## src/dsr_pkg.sv

```systemverilog
`default_nettype none
package dsr_pkg;
   localparam int CLK_HZ = 40_000_000;
   localparam int RELEASE_MS = 140;
   localparam int RELEASE_CYC = (RELEASE_MS * (CLK_HZ / 1000));
   localparam int GLITCH_US = 20;
   localparam int GLITCH_CYC = (GLITCH_US * (CLK_HZ / 1_000_000));
   localparam int REF_MV = 300;
   typedef enum logic [1:0] {
      DSR_OUT_HIGH = 2'h0,
      DSR_OUT_LOW = 2'h1,
      DSR_OUT_OPEN_DRAIN = 2'h2
   } dsr_out_mode_t;
   typedef enum logic [1:0] {
      DSR_ST_HOLD = 2'h1,
      DSR_ST_RUN = 2'h2
   } dsr_state_t;
endpackage
`default_nettype wire

```

## src/dsr_reset_gen.sv

```systemverilog
`timescale 1ns/1ps
`default_nettype none
// What this block does
// - Reset output asserted at power-up and while either supply reports undervoltage.
// - After supplies recover, reset stays asserted at least 140 ms.
// - Low manual reset request on a connected pin asserts reset immediately, whatever the supplies.
// - After manual request releases with good supplies, release no sooner than 140 ms.
// - Output build option: active-high, active-low push-pull, or open-drain active-low.
// - Open-drain: pull low when asserted, float otherwise; system supplies pull-up.
// - Adjustable-input undervoltage (300 mV reference) starts same reset sequence.
// - Manual reset request reads inactive high when left unconnected.
// - Brief dips on monitored inputs are ignored; only persistent ones reset.
module dsr_reset_gen #(
   parameter dsr_pkg::dsr_out_mode_t OUT_MODE = dsr_pkg::DSR_OUT_LOW,
   parameter int RELEASE_CYC = dsr_pkg::RELEASE_CYC,
   parameter int FILT_CYC = dsr_pkg::GLITCH_CYC
) (
   input wire logic clk,
   input wire logic reset_n,
   input wire logic supply_uv,
   input wire logic adj_uv,
   input wire logic manual_reset_req_n,
   input wire logic manual_reset_conn,
   output logic rst_out,
   output logic rst_out_oe,
   output logic rst_asserted
);
   localparam int RW = $clog2(RELEASE_CYC + 1);
   localparam logic [RW-1:0] RLAST = RW'(RELEASE_CYC - 1);
   localparam int FW = $clog2(FILT_CYC + 2);
   localparam logic [FW-1:0] FFULL = FW'(FILT_CYC + 1);

   // one step of the release count; the quiet counter below must move in lockstep
   function automatic logic [RW-1:0] step_up(input logic [RW-1:0] v);
      return v + RW'(1);
   endfunction

   // one step of a raw-input run length, saturating where the filter would accept
   function automatic logic [FW-1:0] run_step(input logic [FW-1:0] v);
      return (v == FFULL) ? v : v + FW'(1);
   endfunction

   ////////////////////////////////////////////////////////////////////////////
   logic supply_uv_f;
   logic adj_uv_f;
   logic manual_n;
   logic cause;
   logic [RW-1:0] cnt_r;
   logic [RW-1:0] cnt_nxt;
   dsr_pkg::dsr_state_t state_r;
   dsr_pkg::dsr_state_t state_nxt;

   dsr_filter #(.FILT_CYC(FILT_CYC)) u_supply_filt (
      .clk(clk),
      .reset_n(reset_n),
      .raw_uv(supply_uv),
      .uv_r(supply_uv_f)
   );

   dsr_filter #(.FILT_CYC(FILT_CYC)) u_adj_filt (
      .clk(clk),
      .reset_n(reset_n),
      .raw_uv(adj_uv),
      .uv_r(adj_uv_f)
   );

   // an open pin behaves as if pulled up
   assign manual_n = manual_reset_req_n || !manual_reset_conn;
   // manual request bypasses filtering so it acts at once
   assign cause = supply_uv_f || adj_uv_f || !manual_n;

   ////////////////////////////////////////////////////////////////////////////
   always_comb begin
      state_nxt = state_r;
      cnt_nxt = cnt_r;
      unique case (state_r)
         dsr_pkg::DSR_ST_HOLD: begin
            if (cause) begin
               cnt_nxt = '0;
            end else if (cnt_r == RLAST) begin
               state_nxt = dsr_pkg::DSR_ST_RUN;
            end else begin
               cnt_nxt = step_up(cnt_r);
            end
         end
         dsr_pkg::DSR_ST_RUN: begin
            if (cause) begin
               state_nxt = dsr_pkg::DSR_ST_HOLD;
               cnt_nxt = '0;
            end
         end
         default: begin
            state_nxt = dsr_pkg::DSR_ST_HOLD;
            cnt_nxt = '0;
         end
      endcase
   end

   always_ff @(posedge clk or negedge reset_n) begin
      if (!reset_n) begin
         state_r <= dsr_pkg::DSR_ST_HOLD;
         cnt_r <= '0;
      end else begin
         state_r <= state_nxt;
         cnt_r <= cnt_nxt;
      end
   end

   // manual request asserts combinationally so it is seen in the same cycle
   assign rst_asserted = (state_r != dsr_pkg::DSR_ST_RUN) || !manual_n;

   ////////////////////////////////////////////////////////////////////////////
   // open-drain only ever drives low; the released level comes from the board
   always_comb begin
      unique case (OUT_MODE)
         dsr_pkg::DSR_OUT_HIGH: begin
            rst_out = rst_asserted;
            rst_out_oe = 1'b1;
         end
         dsr_pkg::DSR_OUT_OPEN_DRAIN: begin
            rst_out = 1'b0;
            rst_out_oe = rst_asserted;
         end
         default: begin
            rst_out = !rst_asserted;
            rst_out_oe = 1'b1;
         end
      endcase
   end

   ////////////////////////////////////////////////////////////////////////////
   // checking aids only: nothing here feeds the reset output
   logic [RW-1:0] quiet_r;
   logic [FW-1:0] supply_run_r;
   logic [FW-1:0] adj_run_r;

   // independent count of cause-free cycles, saturating at the release point
   always_ff @(posedge clk or negedge reset_n) begin
      if (!reset_n) begin
         quiet_r <= '0;
      end else if (cause) begin
         quiet_r <= '0;
      end else if (quiet_r != RLAST) begin
         quiet_r <= step_up(quiet_r);
      end
   end

   // consecutive high samples of each raw undervoltage input
   always_ff @(posedge clk or negedge reset_n) begin
      if (!reset_n) begin
         supply_run_r <= '0;
      end else if (!supply_uv) begin
         supply_run_r <= '0;
      end else begin
         supply_run_r <= run_step(supply_run_r);
      end
   end

   always_ff @(posedge clk or negedge reset_n) begin
      if (!reset_n) begin
         adj_run_r <= '0;
      end else if (!adj_uv) begin
         adj_run_r <= '0;
      end else begin
         adj_run_r <= run_step(adj_run_r);
      end
   end
endmodule
`default_nettype wire

```

## src/dsr_filter.sv

```systemverilog
`timescale 1ns/1ps
`default_nettype none
// a cause is accepted only after it persists for the full count; release is immediate
module dsr_filter #(
   parameter int FILT_CYC = dsr_pkg::GLITCH_CYC
) (
   input wire logic clk,
   input wire logic reset_n,
   input wire logic raw_uv,
   output logic uv_r
);
   localparam int CW = $clog2(FILT_CYC + 1);
   localparam logic [CW-1:0] CMAX = CW'(FILT_CYC);
   logic [CW-1:0] cnt_r;

   always_ff @(posedge clk or negedge reset_n) begin
      if (!reset_n) begin
         cnt_r <= '0;
      end else if (!raw_uv) begin
         cnt_r <= '0;
      end else if (cnt_r != CMAX) begin
         cnt_r <= cnt_r + CW'(1);
      end
   end

   // power-on counts as undervoltage until proven otherwise
   always_ff @(posedge clk or negedge reset_n) begin
      if (!reset_n) begin
         uv_r <= 1'b1;
      end else begin
         uv_r <= raw_uv && ((cnt_r == CMAX) || uv_r);
      end
   end
endmodule
`default_nettype wire

```

## config.mk

```make
export PLATFORM = sky130hd
export DESIGN_NAME = dsr_reset_gen
export DESIGN_NICKNAME = d
export VERILOG_FILES = /design/src/dsr_pkg.sv /design/src/dsr_reset_gen.sv /design/src/dsr_filter.sv
export SDC_FILE = /design/constraint.sdc
export NUM_CORES = 1
export LEC_CHECK = 0
export ABC_CLOCK_PERIOD_IN_PS = 2150
export BUFFER_PORTS_ARGS = -buffer_cell sky130_fd_sc_hd__buf_2
export CAP_MARGIN = 20
export CORE_ASPECT_RATIO = 1.1
export CORE_UTILIZATION = 30
export CTS_BUF_LIST = sky130_fd_sc_hd__clkbuf_4
export DETAILED_ROUTE_END_ITERATION = 6
export PLACE_DENSITY = 0.58
export SETUP_SLACK_MARGIN = 0.15
export SLEW_MARGIN = 40
export SYNTH_ARGS = -nofsm -noshare
export SYNTH_HDL_FRONTEND = slang
export SYNTH_SLANG_ARGS = --single-unit
```

## constraint.sdc

```tcl
create_clock -name clk -period 2.15 [get_ports clk]
set_clock_uncertainty 0.15 [all_clocks]
set_input_delay 0.5375 -clock clk [delete_from_list [all_inputs] [get_ports clk]]
set_output_delay 0.5375 -clock clk [all_outputs]
set_load 0.05 [all_outputs]
```

==> reports/metrics.cfg, run 1 <==
[outcome]
status = completed

[pwr]
p_switching_uw = 478
power_leakage_nw = 1.30
ir_worst_vdd_uv = 254
p_per_area_nw_per_um2 = 562
p_comb_share_pct = 12.8
p_int_mw = 1.26
swShare_pct = 27.5
clockPowerShare_pct = 30.7
seqPwrFrac_pct = 56.5

[synth]
synth_edf_count = 0
synth_top_cell_by_area = dfrtp_1
synthArstFlopShare_pct = 100
syn_area_per_cell_um2 = 9.34
synth_flop_cell = dfrtp_1
synth-seq-area-share_pct = 46.8
synth_area_um2 = 2520
yosys-top-cells-count = dfrtp_1, nand3_1, o21ai_0
ys_ff_latch = 47
synth_area_leaders = dfrtp_1, xnor2_1, nand3_1
synth_top_area_share_pct = 43.7
synth_nets = 281
syn-instance-count = 270
yosysUniqueCellTypes = 42
post-synth-top-count-cell = dfrtp_1
yosysWarningCount = 0

[clock_tree]
path_clk_slew_ns = 0.14
clock-root-buffer = clkbuf_4
cts_buffers = 5
cts.sinks = 47
clk_path_buf_depth = 2
h-tree-depth = 2
insertion_delay_ns = 0.37
cts_tree = done

[floorplanning]
coreArea_um2 = 8040
die-area_um2 = 8770
start_util_pct = 31.4
pin_count = 9
fp.dieW_um = 89.4
dieHeight_um = 98.1
rows = 34

[cells_and_area]
design_area_um2 = 3090
diodes = 0
fin_util_pct = 38.5
area_delta_synth_final_pct = 22.7
layout.nets = 312
drive_above_1_share_pct = 23.2
stdcell_count = 410

[placement]
dp_slack_ns = -0.000180
hpwl_um = 3640
place_inst = 394
port_buffers = 7
placed_cell_area_um2 = 2810
place.gp.congestion = 0.838

[grt]
grt_pass1_vias = 2070
grt_use_total_pct = 13.8
antenna_found_initial = 0
grt_max_degree = 48
grt_pass1_wl_um = 9380
grt-ovfl-total = 0

[timing]
whs_ns = 0.310
report.final.slew_viol_count = 0
fin_crit_sh_pct = 97.7
fmax_mhz = 476
setup_viol = 0
final.min_clock_period_ns = 2.10
finalWorstSetupSlack_ns = 0.0502
rsz0062_at_grt = yes
final-hold-violation-count = 0

[drt]
drc = 0
ant_nets = 0
wl_per_cell_um = 13.5
vias = 2087
viasPerCell = 5.09
drt_first_pass_iters = 4
routed_wl_um = 5530
dr.first_iter.drc_count = 85

[setup_path]
end_kind = flip-flop
criticalPathCategory = flip-flop to flip-flop
path_max_fanout = 6
cp-start-kind = flip-flop
crit_required_ns = 2.27
worstPathArrival_ns = 2.22

[min_path]
hp-class = input pin to flip-flop

[flow_run]
cap_violations = 0

-- routing by layer --
| layer | wire, um | global-route usage [%] | vias up |
|---|---|---|---|
| met3 | 168 | 3.04 | 9 |
| li1 | - | - | 1027 |
| met4 | 96 | 5.74 | 0 |
| met1 | 2560 | 17.5 | 1012 |
| met2 | 2710 | 22.3 | 39 |
| met5 | 0 | 0 | - |
-- power groups by stage --
stage,logic [mW],clock network (mW),registers (mW)
after detailed placement,0.193,0,0.998
after floorplan,0.115,0,0.993
after CTS,0.202,0.562,0.982
final,0.223,0.534,0.982
after global routing,0.254,0.586,0.991
after global placement,0.188,0,0.996
-- placed cells by master (no fill, tap or decap), types with 2 or more instances in the layout --
cell	synthesis	final
dfstp_2	3	3
dfrtp_1	44	44
nor2_1	20	18
clkbuf_4	0	5
nand2_1	23	21
ha_1	5	4
nand3_1	24	23
buf_8	0	2
or3_1	3	3
and3_1	7	7
buf_6	2	6
nand4b_1	2	2
o21ai_0	24	4
nand2b_1	3	3
a21oi_1	9	9
nand4_1	11	11
buf_4	1	20
buf_2	2	5
o31ai_1	6	5
o41ai_2	0	4
nor4b_1	2	2
o21ai_1	1	13
nor2b_1	4	4
o21ai_2	1	9
inv_1	8	7
and2_1	16	16
a31oi_1	6	6
nor4_1	3	2
xnor2_1	16	16
-- critical path, stage by stage (launching register included) --
cell and delay, ns:
dfrtp_1 0.44, ha_4 0.18, nand4_4 0.08, or4b_4 0.54, o31ai_4 0.20, buf_6 0.16, buf_6 0.13, o21ai_2 0.05
o31ai_1 0.07
-- state kept, by name, indices dropped and copies added (netlist names) --
signal and count:
u_supply_filt.uv_r 1, u_adj_filt.uv_r 1, u_supply_filt.cnt_r 10, state_r 2, u_adj_filt.cnt_r 10, cnt_r 23
-- kinds of logic (layout without fill, tap and decap cells) --
logic type               count (synthesis)  count (layout)  synth area share [%]
other                                    1               1                 0.149
multiplexers                             1               1                 0.397
AO/OA/AOI/OAI                           54              54                  13.3
flip-flops                              47              47                  46.8
buffers and inverters                   19              51                  3.67
AND/OR/NAND/NOR                        127             127                  27.7
XOR/XNOR                                16              16                  5.56
adder cells (fa/ha/maj)                  5               5                  2.48
-- layout make-up --
cell class | count | area, um^2
clock buffers | 5 | 37.5
inverters | 8 | 30.0
multi-input cells | 204 | 1370
well taps | 108 | 135
fillers | 799 | 4950
clock inverters | 3 | 38.8
repair buffers | 35 | 303
flip-flops and latches | 47 | 1180
-- path summary, 6_finish.rpt --
| check | slack [ns] | cells past startpoint | startpoint | endpoint |
|---|---|---|---|---|
| worst max-delay path | 0.05 | 8 | cnt_r[1] | cnt_r[21] |
| worst min-delay path | 0.31 | 2 | adj_uv | u_adj_filt.uv_r |
| worst max register to register | 0.05 | 8 | cnt_r[1] | cnt_r[21] |
| worst min register to register | 0.34 | 2 | u_supply_filt.uv_r | u_supply_filt.uv_r |
| max in group asynchronous | 1.06 | 3 | reset_n | u_supply_filt.uv_r |
| min in group asynchronous | 0.52 | 3 | reset_n | cnt_r[6] |
-- repair_timing --
item / in CTS / in global routing
pin swaps: 8 / 9
resized for setup: 16 / 27
endpoints found under the hold margin: 44 / 0
setup endpoints to repair: 26 / 30
buffers inserted: 4 / 2
gates cloned: 1 / 0
hold buffers: 1 / 0
-- metrics by stage --
step / setup TNS, ns / power, mW
2_1_floorplan: -0.135 / 1.11
3_3_place_gp: 0 / 1.18
3_5_place_dp: -0.000184 / 1.19
4_1_cts: -0.437 / 1.75
5_1_grt: -0.125 / 1.83
6_report: 0 / 1.74
(Power assumes the default switching activity.)
==> inputs of run 2 (changes only) <==
--- a/config.mk
+++ b/config.mk
@@ -5,6 +5,7 @@
 export SDC_FILE = /design/constraint.sdc
 export NUM_CORES = 1
 export LEC_CHECK = 0
+export ABC_AREA = 1
 export ABC_CLOCK_PERIOD_IN_PS = 2150
 export BUFFER_PORTS_ARGS = -buffer_cell sky130_fd_sc_hd__buf_2
 export CAP_MARGIN = 20
==> run 2 against run 1 <==
Compared with the run above:
- clock power decreased by 14%
- critical path depth shrank 5
- routed wire length is 11% higher
- final cell count increased by 30%
- sequential share of layout area down 1.1 points
- combinational power fell by 17%
- area after synthesis is 13% higher
- count of clock-buffer cells in the layout is 1 higher
- largest cell class unchanged
- core utilization fell by 3.1 points
==> reports/metrics.cfg, run 2 <==
[outcome]
status = completed  ; unchanged

[clock_tree]
h-tree-depth = 2  ; unchanged
cts.sinks = 47  ; unchanged
cts_tree = done  ; unchanged
clk_path_buf_depth = 2  ; unchanged
insertion_delay_ns = 0.37  ; about the same
path_clk_slew_ns = 0.16  ; was 0.14 ns
clock-root-buffer = clkbuf_4  ; unchanged
cts_buffers = 5  ; unchanged

[floorplanning]
fp.dieW_um = 94.8  ; was 89.4 um
pin_count = 9  ; unchanged
start_util_pct = 31.5  ; was 31.4%
dieHeight_um = 104  ; was 98.1 um
rows = 36  ; was 34
die-area_um2 = 9860  ; was 8770 um^2
coreArea_um2 = 9010  ; was 8040 um^2

[setup_path]
crit_required_ns = 1.46  ; was 2.27 ns
worst_r2r_path_depth = 9  ; was 8
criticalPathCategory = flip-flop to primary output  ; was flip-flop to flip-flop
path_max_fanout = 2  ; was 6
end_kind = primary output  ; was flip-flop
cp-start-kind = flip-flop  ; unchanged
worstPathArrival_ns = 1.23  ; was 2.22 ns

[pwr]
p_total_mw = 1.62  ; was 1.74 mW
p_comb_share_pct = 11.5  ; was 12.8%
clockPowerShare_pct = 28.5  ; was 30.7%
swShare_pct = 29.1  ; was 27.5%
seqPwrFrac_pct = 60.0  ; was 56.5%
ir_worst_vdd_uv = 358  ; was 254 uV
power_leakage_nw = 1.44  ; was 1.30 nW
p_int_mw = 1.15  ; was 1.26 mW
p_per_area_nw_per_um2 = 507  ; was 562 nW/um^2
p_switching_uw = 470  ; was 478 uW

[synth]
post_synth_mux_area_share_pct = 0  ; was 0.397%
post-synth-top-count-cell = nand2_1  ; was dfrtp_1
yosys-top-cells-count = nand2_1, nor2_1, inv_1  ; was dfrtp_1, nand3_1, o21ai_0
synth-seq-area-share_pct = 41.5  ; was 46.8%
synth_nets = 410  ; was 281
synth_xor_area_share_pct = 2.78  ; was 5.56%
synth_top_family_by_area = simple AND/OR/NAND/NOR gates  ; unchanged
synth_top_area_share_pct = 38.8  ; was 43.7%
synth-simple-area-share_pct = 38.6  ; was 27.7%
yosysWarningCount = 0  ; unchanged
synth_edf_count = 0  ; unchanged
synth_area_leaders = dfrtp_1, nand2_1, nor2_1  ; was dfrtp_1, xnor2_1, nand3_1
syn_area_per_cell_um2 = 7.12  ; was 9.34 um^2
synth-compound-area-share_pct = 6.74  ; was 13.3%
yosysUniqueCellTypes = 30  ; was 42
synthArstFlopShare_pct = 100  ; unchanged
synth_flop_cell = dfrtp_1  ; unchanged
syn-instance-count = 399  ; was 270
yosys.area_share.adder_pct = 2.20  ; was 2.48%
synth_top_cell_by_area = dfrtp_1  ; unchanged
synth_area_um2 = 2840  ; was 2520 um^2
ys_ff_latch = 47  ; unchanged

[placement]
place.gp.congestion = 0.836  ; was 0.838
placed_cell_area_um2 = 3080  ; was 2810 um^2
hpwl_um = 4380  ; was 3640 um
port_buffers = 7  ; unchanged
dp_slack_ns = 0.166  ; was -0.000180 ns

[timing]
fmax_mhz = 521  ; was 476 MHz
final.min_clock_period_ns = 1.92  ; was 2.10 ns
final-hold-violation-count = 0  ; unchanged
rsz0062_at_grt = yes  ; unchanged
setup_viol = 0  ; unchanged
fin_crit_sh_pct = 89.2  ; was 97.7%
tns_ns = 0  ; unchanged
finalWorstSetupSlack_ns = 0.232  ; was 0.0502 ns
report.final.slew_viol_count = 0  ; unchanged

[cells_and_area]
layout.nets = 428  ; was 312
fin_util_pct = 35.4  ; was 38.5%
final_cell_mix = nand2_1, nor2_1, inv_1, dfrtp_1, nand3_1  ; was dfrtp_1, nand3_1, nand2_1, buf_4, nor2_1
fillers = 968  ; was 799
largest-register = cnt_r  ; unchanged
diodes = 0  ; unchanged
top_regs = cnt_r: 23 flops, u_adj_filt.cnt_r: 10 flops, u_supply_filt.cnt_r: 10 flops  ; unchanged
largest_register_ffs = 23  ; unchanged
drive_above_1_share_pct = 14.4  ; was 23.2%
design_area_um2 = 3190  ; was 3090 um^2
final_common_cell = nand2_1  ; was dfrtp_1
area_delta_synth_final_pct = 12.2  ; was 22.7%

[grt]
grt_pass1_vias = 2453  ; was 2070
grt_use_total_pct = 13.9  ; was 13.8%
grt_max_degree = 48  ; unchanged
antenna_found_initial = 0  ; unchanged
grt_pass1_wl_um = 11100  ; was 9380 um
grt-ovfl-total = 0  ; unchanged

[min_path]
hp-class = input pin to flip-flop  ; unchanged
min_path_cells = 3  ; was 2

[drt]
drc = 0  ; unchanged
wl_per_cell_um = 11.5  ; was 13.5 um
viasPerCell = 4.67  ; was 5.09
routed_wl_um = 6130  ; was 5530 um
vias = 2482  ; was 2087
ant_nets = 0  ; unchanged
drt_first_pass_iters = 4  ; unchanged
dr.first_iter.drc_count = 146  ; was 85

[flow_run]
cap_violations = 0  ; unchanged

## run 2: changes by cell type after synthesis, moves of 7 or more
cell     change
nand2_1     +98
nor2_1      +29
inv_1       +39
nor2_2       +7
and3_1       -7
nand3_1     +11
o21ai_0      -7
xnor2_1     -13
and2_1      -16
nor3_1       +9
## run 2: metrics by stage
step / hold WS (ns) / instances
final: 0.299 / 532
after global routing: 0.286 / 532
after CTS: 0.291 / 530
after detailed placement: 0.306 / 521
after global placement: 0.303 / 521
after floorplan: 0.0919 / 399
## run 2: logic make-up (layout without fill, tap and decap cells)
family	count (synthesis)	count (layout)
and+or+nand+nor	248	248
buffers and inverters	55	74
DFF	47	47
AOI/OAI and AO/OA	34	34
xor gates and xnor gates	9	9
adders and majority gates	5	5
other	1	1
## run 2: final timing paths
path / startpoint / end / slack [ns]
max: state_r[0] / rst_asserted / 0.23
min: adj_uv / u_adj_filt.cnt_r[7] / 0.30
max reg2reg: cnt_r[0] / cnt_r[0] / 0.32
min reg2reg: u_supply_filt.cnt_r[9] / u_supply_filt.cnt_r[9] / 0.32
max in group asynchronous: reset_n / state_r[0] / 1.06
min in group asynchronous: reset_n / cnt_r[7] / 0.51
## run 2: power groups by stage
stage	clock network, mW	registers, mW	logic (mW)
2_1_floorplan	0	0.975	0.112
3_3_place_gp	0	0.987	0.160
3_5_place_dp	0	0.986	0.164
4_1_cts	0.482	0.971	0.165
5_1_grt	0.524	0.981	0.221
6_report	0.460	0.970	0.186
## run 2: repair_timing
action,4_1_cts,5_1_grt
endpoints found under the hold margin,44,0
pin swaps,0,2
hold buffers,1,0
endpoints found under the setup margin,1,25
buffers inserted,0,2
resized for setup,1,5
## run 2: layout make-up
type | instances | area (um^2) | area share, %
Inverter | 51 | 208 | 6.52
Clock buffer | 6 | 45.0 | 1.41
Sequential cell | 47 | 1180 | 37.1
Tap cell | 114 | 143 | 4.48
Clock inverter | 2 | 16.3 | 0.510
Timing Repair Buffer | 15 | 119 | 3.73
Multi-Input combinational cell | 297 | 1480 | 46.3
## run 2: per-layer routing
metal  vias to the layer above  global-route usage, %  part of all wire, %
li1                       1305                      -                    -
met1                      1142                   17.9                   48
met2                        31                   23.8                   49
met3                         4                   1.97                  2.3
met4                         0                   3.68                 0.82
met5                         -                      0                    0
## run 2: critical path, stage by stage (launching register included)
cell and delay (ns):
dfstp_2 0.59, nor3_4 0.06, inv_4 0.07, buf_6 0.15
==> inputs of run 3 (changes only) <==
--- a/config.mk
+++ b/config.mk
@@ -10,9 +10,11 @@
 export BUFFER_PORTS_ARGS = -buffer_cell sky130_fd_sc_hd__buf_2
 export CAP_MARGIN = 20
 export CORE_ASPECT_RATIO = 1.1
+export CORE_MARGIN = 8
 export CORE_UTILIZATION = 30
 export CTS_BUF_LIST = sky130_fd_sc_hd__clkbuf_4
 export DETAILED_ROUTE_END_ITERATION = 6
+export GPL_TIMING_DRIVEN = 0
 export PLACE_DENSITY = 0.58
 export SETUP_SLACK_MARGIN = 0.15
 export SLEW_MARGIN = 40
==> run 3 against run 2 <==
Compared with the run above:
- register-to-register slack barely moved
- routed wire length decreased by 3.0%
- hold slack worse by 0.30 ns
- clock power decreased by 2%
- maximum frequency down 1.2%
- combinational power barely moved
- critical path type unchanged
- final area fell by 0.20%
- count of clock-buffer cells in the layout did not move
- non-clock buffer count is 1 higher
- the run now ends with negative hold slack left
==> reports/metrics.cfg, run 3 (synthesized netlist as in run 2, its figures left out) <==
[clock_tree]
h-tree-depth = 2  ; unchanged
cts.sinks = 47  ; unchanged
clock-root-buffer = clkbuf_4  ; unchanged
clk_path_buf_depth = 2  ; unchanged
insertion_delay_ns = 0.36  ; was 0.37 ns
cts_buffers = 5  ; unchanged
cts_tree = done  ; unchanged
cts_hold_buffers = 0  ; was 1
path_clk_slew_ns = 0.15  ; was 0.16 ns

[drt]
wl_met1_um = 2900  ; was 2930 um
viasPerCell = 4.66  ; was 4.67
dr_wl_met3_um = 178  ; was 139 um
top_layer_used = met4  ; unchanged
drt_first_pass_iters = 4  ; unchanged
vias = 2496  ; was 2482
dr.first_iter.drc_count = 93  ; was 146
ant_nets = 0  ; unchanged
drc = 0  ; unchanged
wl_per_cell_um = 11.1  ; was 11.5 um
met2WireLength_um = 2810  ; was 3020 um
routed_wl_um = 5950  ; was 6130 um

[placement]
place.gp.congestion = 0.837  ; was 0.836
port_buffers = 7  ; unchanged
dp_slack_ns = 0.161  ; was 0.166 ns
hpwl_um = 4400  ; was 4380 um

[timing]
finalWorstSetupSlack_ns = 0.209  ; was 0.232 ns
worst_slew_pin_slew_ns = 0.587
final-hold-violation-count = 3  ; was 0
relSlewSlack_pct = 60.9
final.min_clock_period_ns = 1.94  ; was 1.92 ns
fin_crit_sh_pct = 90.3  ; was 89.2%
fmax_mhz = 515  ; was 521 MHz
report.final.slew_viol_count = 0  ; unchanged
tns_ns = 0  ; unchanged
rsz0062_at_grt = no  ; was yes
setup_viol = 0  ; unchanged
whs_ns = -0.000921  ; was 0.299 ns

[setup_path]
cp-start-kind = flip-flop  ; unchanged
r2r_slack_ns = 0.31  ; was 0.32 ns
crit_buf_inv = 2  ; unchanged
end_kind = primary output  ; unchanged
criticalPathCategory = flip-flop to primary output  ; unchanged
worst_r2r_path_depth = 8  ; was 9
r2r_start = state_r[0]  ; was cnt_r[0]
slowest_delay_ns = 0.58  ; was 0.59 ns
crit_family = flip-flops  ; unchanged
crit_chain = nor3_4, inv_4, buf_4  ; was nor3_4, inv_4, buf_6
crit_required_ns = 1.46  ; about the same
cp_slowest_cell = dfstp_2  ; unchanged
path_max_fanout = 2  ; unchanged
worstPathArrival_ns = 1.25  ; was 1.23 ns
reg2reg_to = cnt_r[8]  ; was cnt_r[0]
critPathLaunch = state_r[0]  ; unchanged

[floorplanning]
pin_count = 9  ; unchanged
coreArea_um2 = 9310  ; was 9010 um^2
start_util_pct = 30.5  ; was 31.5%
fp.dieW_um = 109  ; was 94.8 um
dieHeight_um = 118  ; was 104 um
rows = 37  ; was 36
die-area_um2 = 12800  ; was 9860 um^2

[min_path]
hp-class = input pin to asynchronous set/reset pin  ; was input pin to flip-flop

[cells_and_area]
final_common_cell = nand2_1  ; unchanged
fin_util_pct = 34.2  ; was 35.4%
largest_register_ffs = 23  ; unchanged
largest-register = cnt_r  ; unchanged
final_cell_mix = nand2_1, nor2_1, inv_1, dfrtp_1, nand3_1  ; unchanged
layout.nets = 429  ; was 428
drive_above_1_share_pct = 15.0  ; was 14.4%
area_delta_synth_final_pct = 12.0  ; was 12.2%
diodes = 0  ; unchanged
top_regs = cnt_r: 23 flops, u_adj_filt.cnt_r: 10 flops, u_supply_filt.cnt_r: 10 flops  ; unchanged

[grt]
antenna_found_initial = 0  ; unchanged
grt_use_total_pct = 10.1  ; was 13.9%
grt_pass1_wl_um = 10900  ; was 11100 um
grt_pass1_vias = 2366  ; was 2453
grt-ovfl-total = 0  ; unchanged
grt_max_degree = 48  ; unchanged

[pwr]
p_per_area_nw_per_um2 = 503  ; was 507 nW/um^2
p_total_mw = 1.60  ; was 1.62 mW
power_leakage_nw = 1.44  ; about the same
ir_worst_vdd_uv = 257  ; was 358 uV

[outcome]
status = finished with violations  ; was completed
violations = negative hold slack

[flow_run]
cap_violations = 0  ; unchanged

run 3: cell types whose count changed in the layout (fill, tap and decap cells not counted), sizes merged:
| cell | delta |
|---|---|
| buf | +2 |
| dlygate4sd3 | -1 |
run 3: report_power, final:
part / switching [mW] / internal (mW)
clock network: 0.306 / 0.146
logic: 0.112 / 0.0716
registers: 0.0427 / 0.921
total: 0.461 / 1.14
run 3: how the worst max path moves through the flow:
stage	to	cells after the start
final	rst_asserted	3
after global routing	rst_asserted	3
after CTS	cnt_r[17]	8
after detailed placement	rst_out	5
after global placement	rst_out	5
after floorplan	cnt_r[3]	9
run 3: metrics by stage:
stage	cells	instance area [um^2]
6_report	536	3180
3_3_place_gp	523	3070
3_5_place_dp	523	3070
4_1_cts	531	3140
5_1_grt	536	3180
2_1_floorplan	399	2890
run 3: area by class of cell:
type | count | area [um^2]
inverter | 51 | 208
multi-input combinational | 297 | 1470
clock inverter | 2 | 16.3
fill | 978 | 6120
sequential | 47 | 1180
tap | 117 | 146
clock buffer | 6 | 45.0
buffer | 4 | 35.0
timing repair buffer | 12 | 80.1
run 3: timing repair:
action,4_1_cts,5_1_grt
gates resized for setup,2,2
buffers inserted,0,5
pin swaps,0,1
endpoints found under the setup margin,2,20
run 3: layer usage:
layer / GRT usage [%] / vias up
met5: 0 / -
met4: 3.00 / 0
met3: 1.86 / 5
met2: 16.3 / 33
met1: 13.3 / 1143
li1: - / 1315
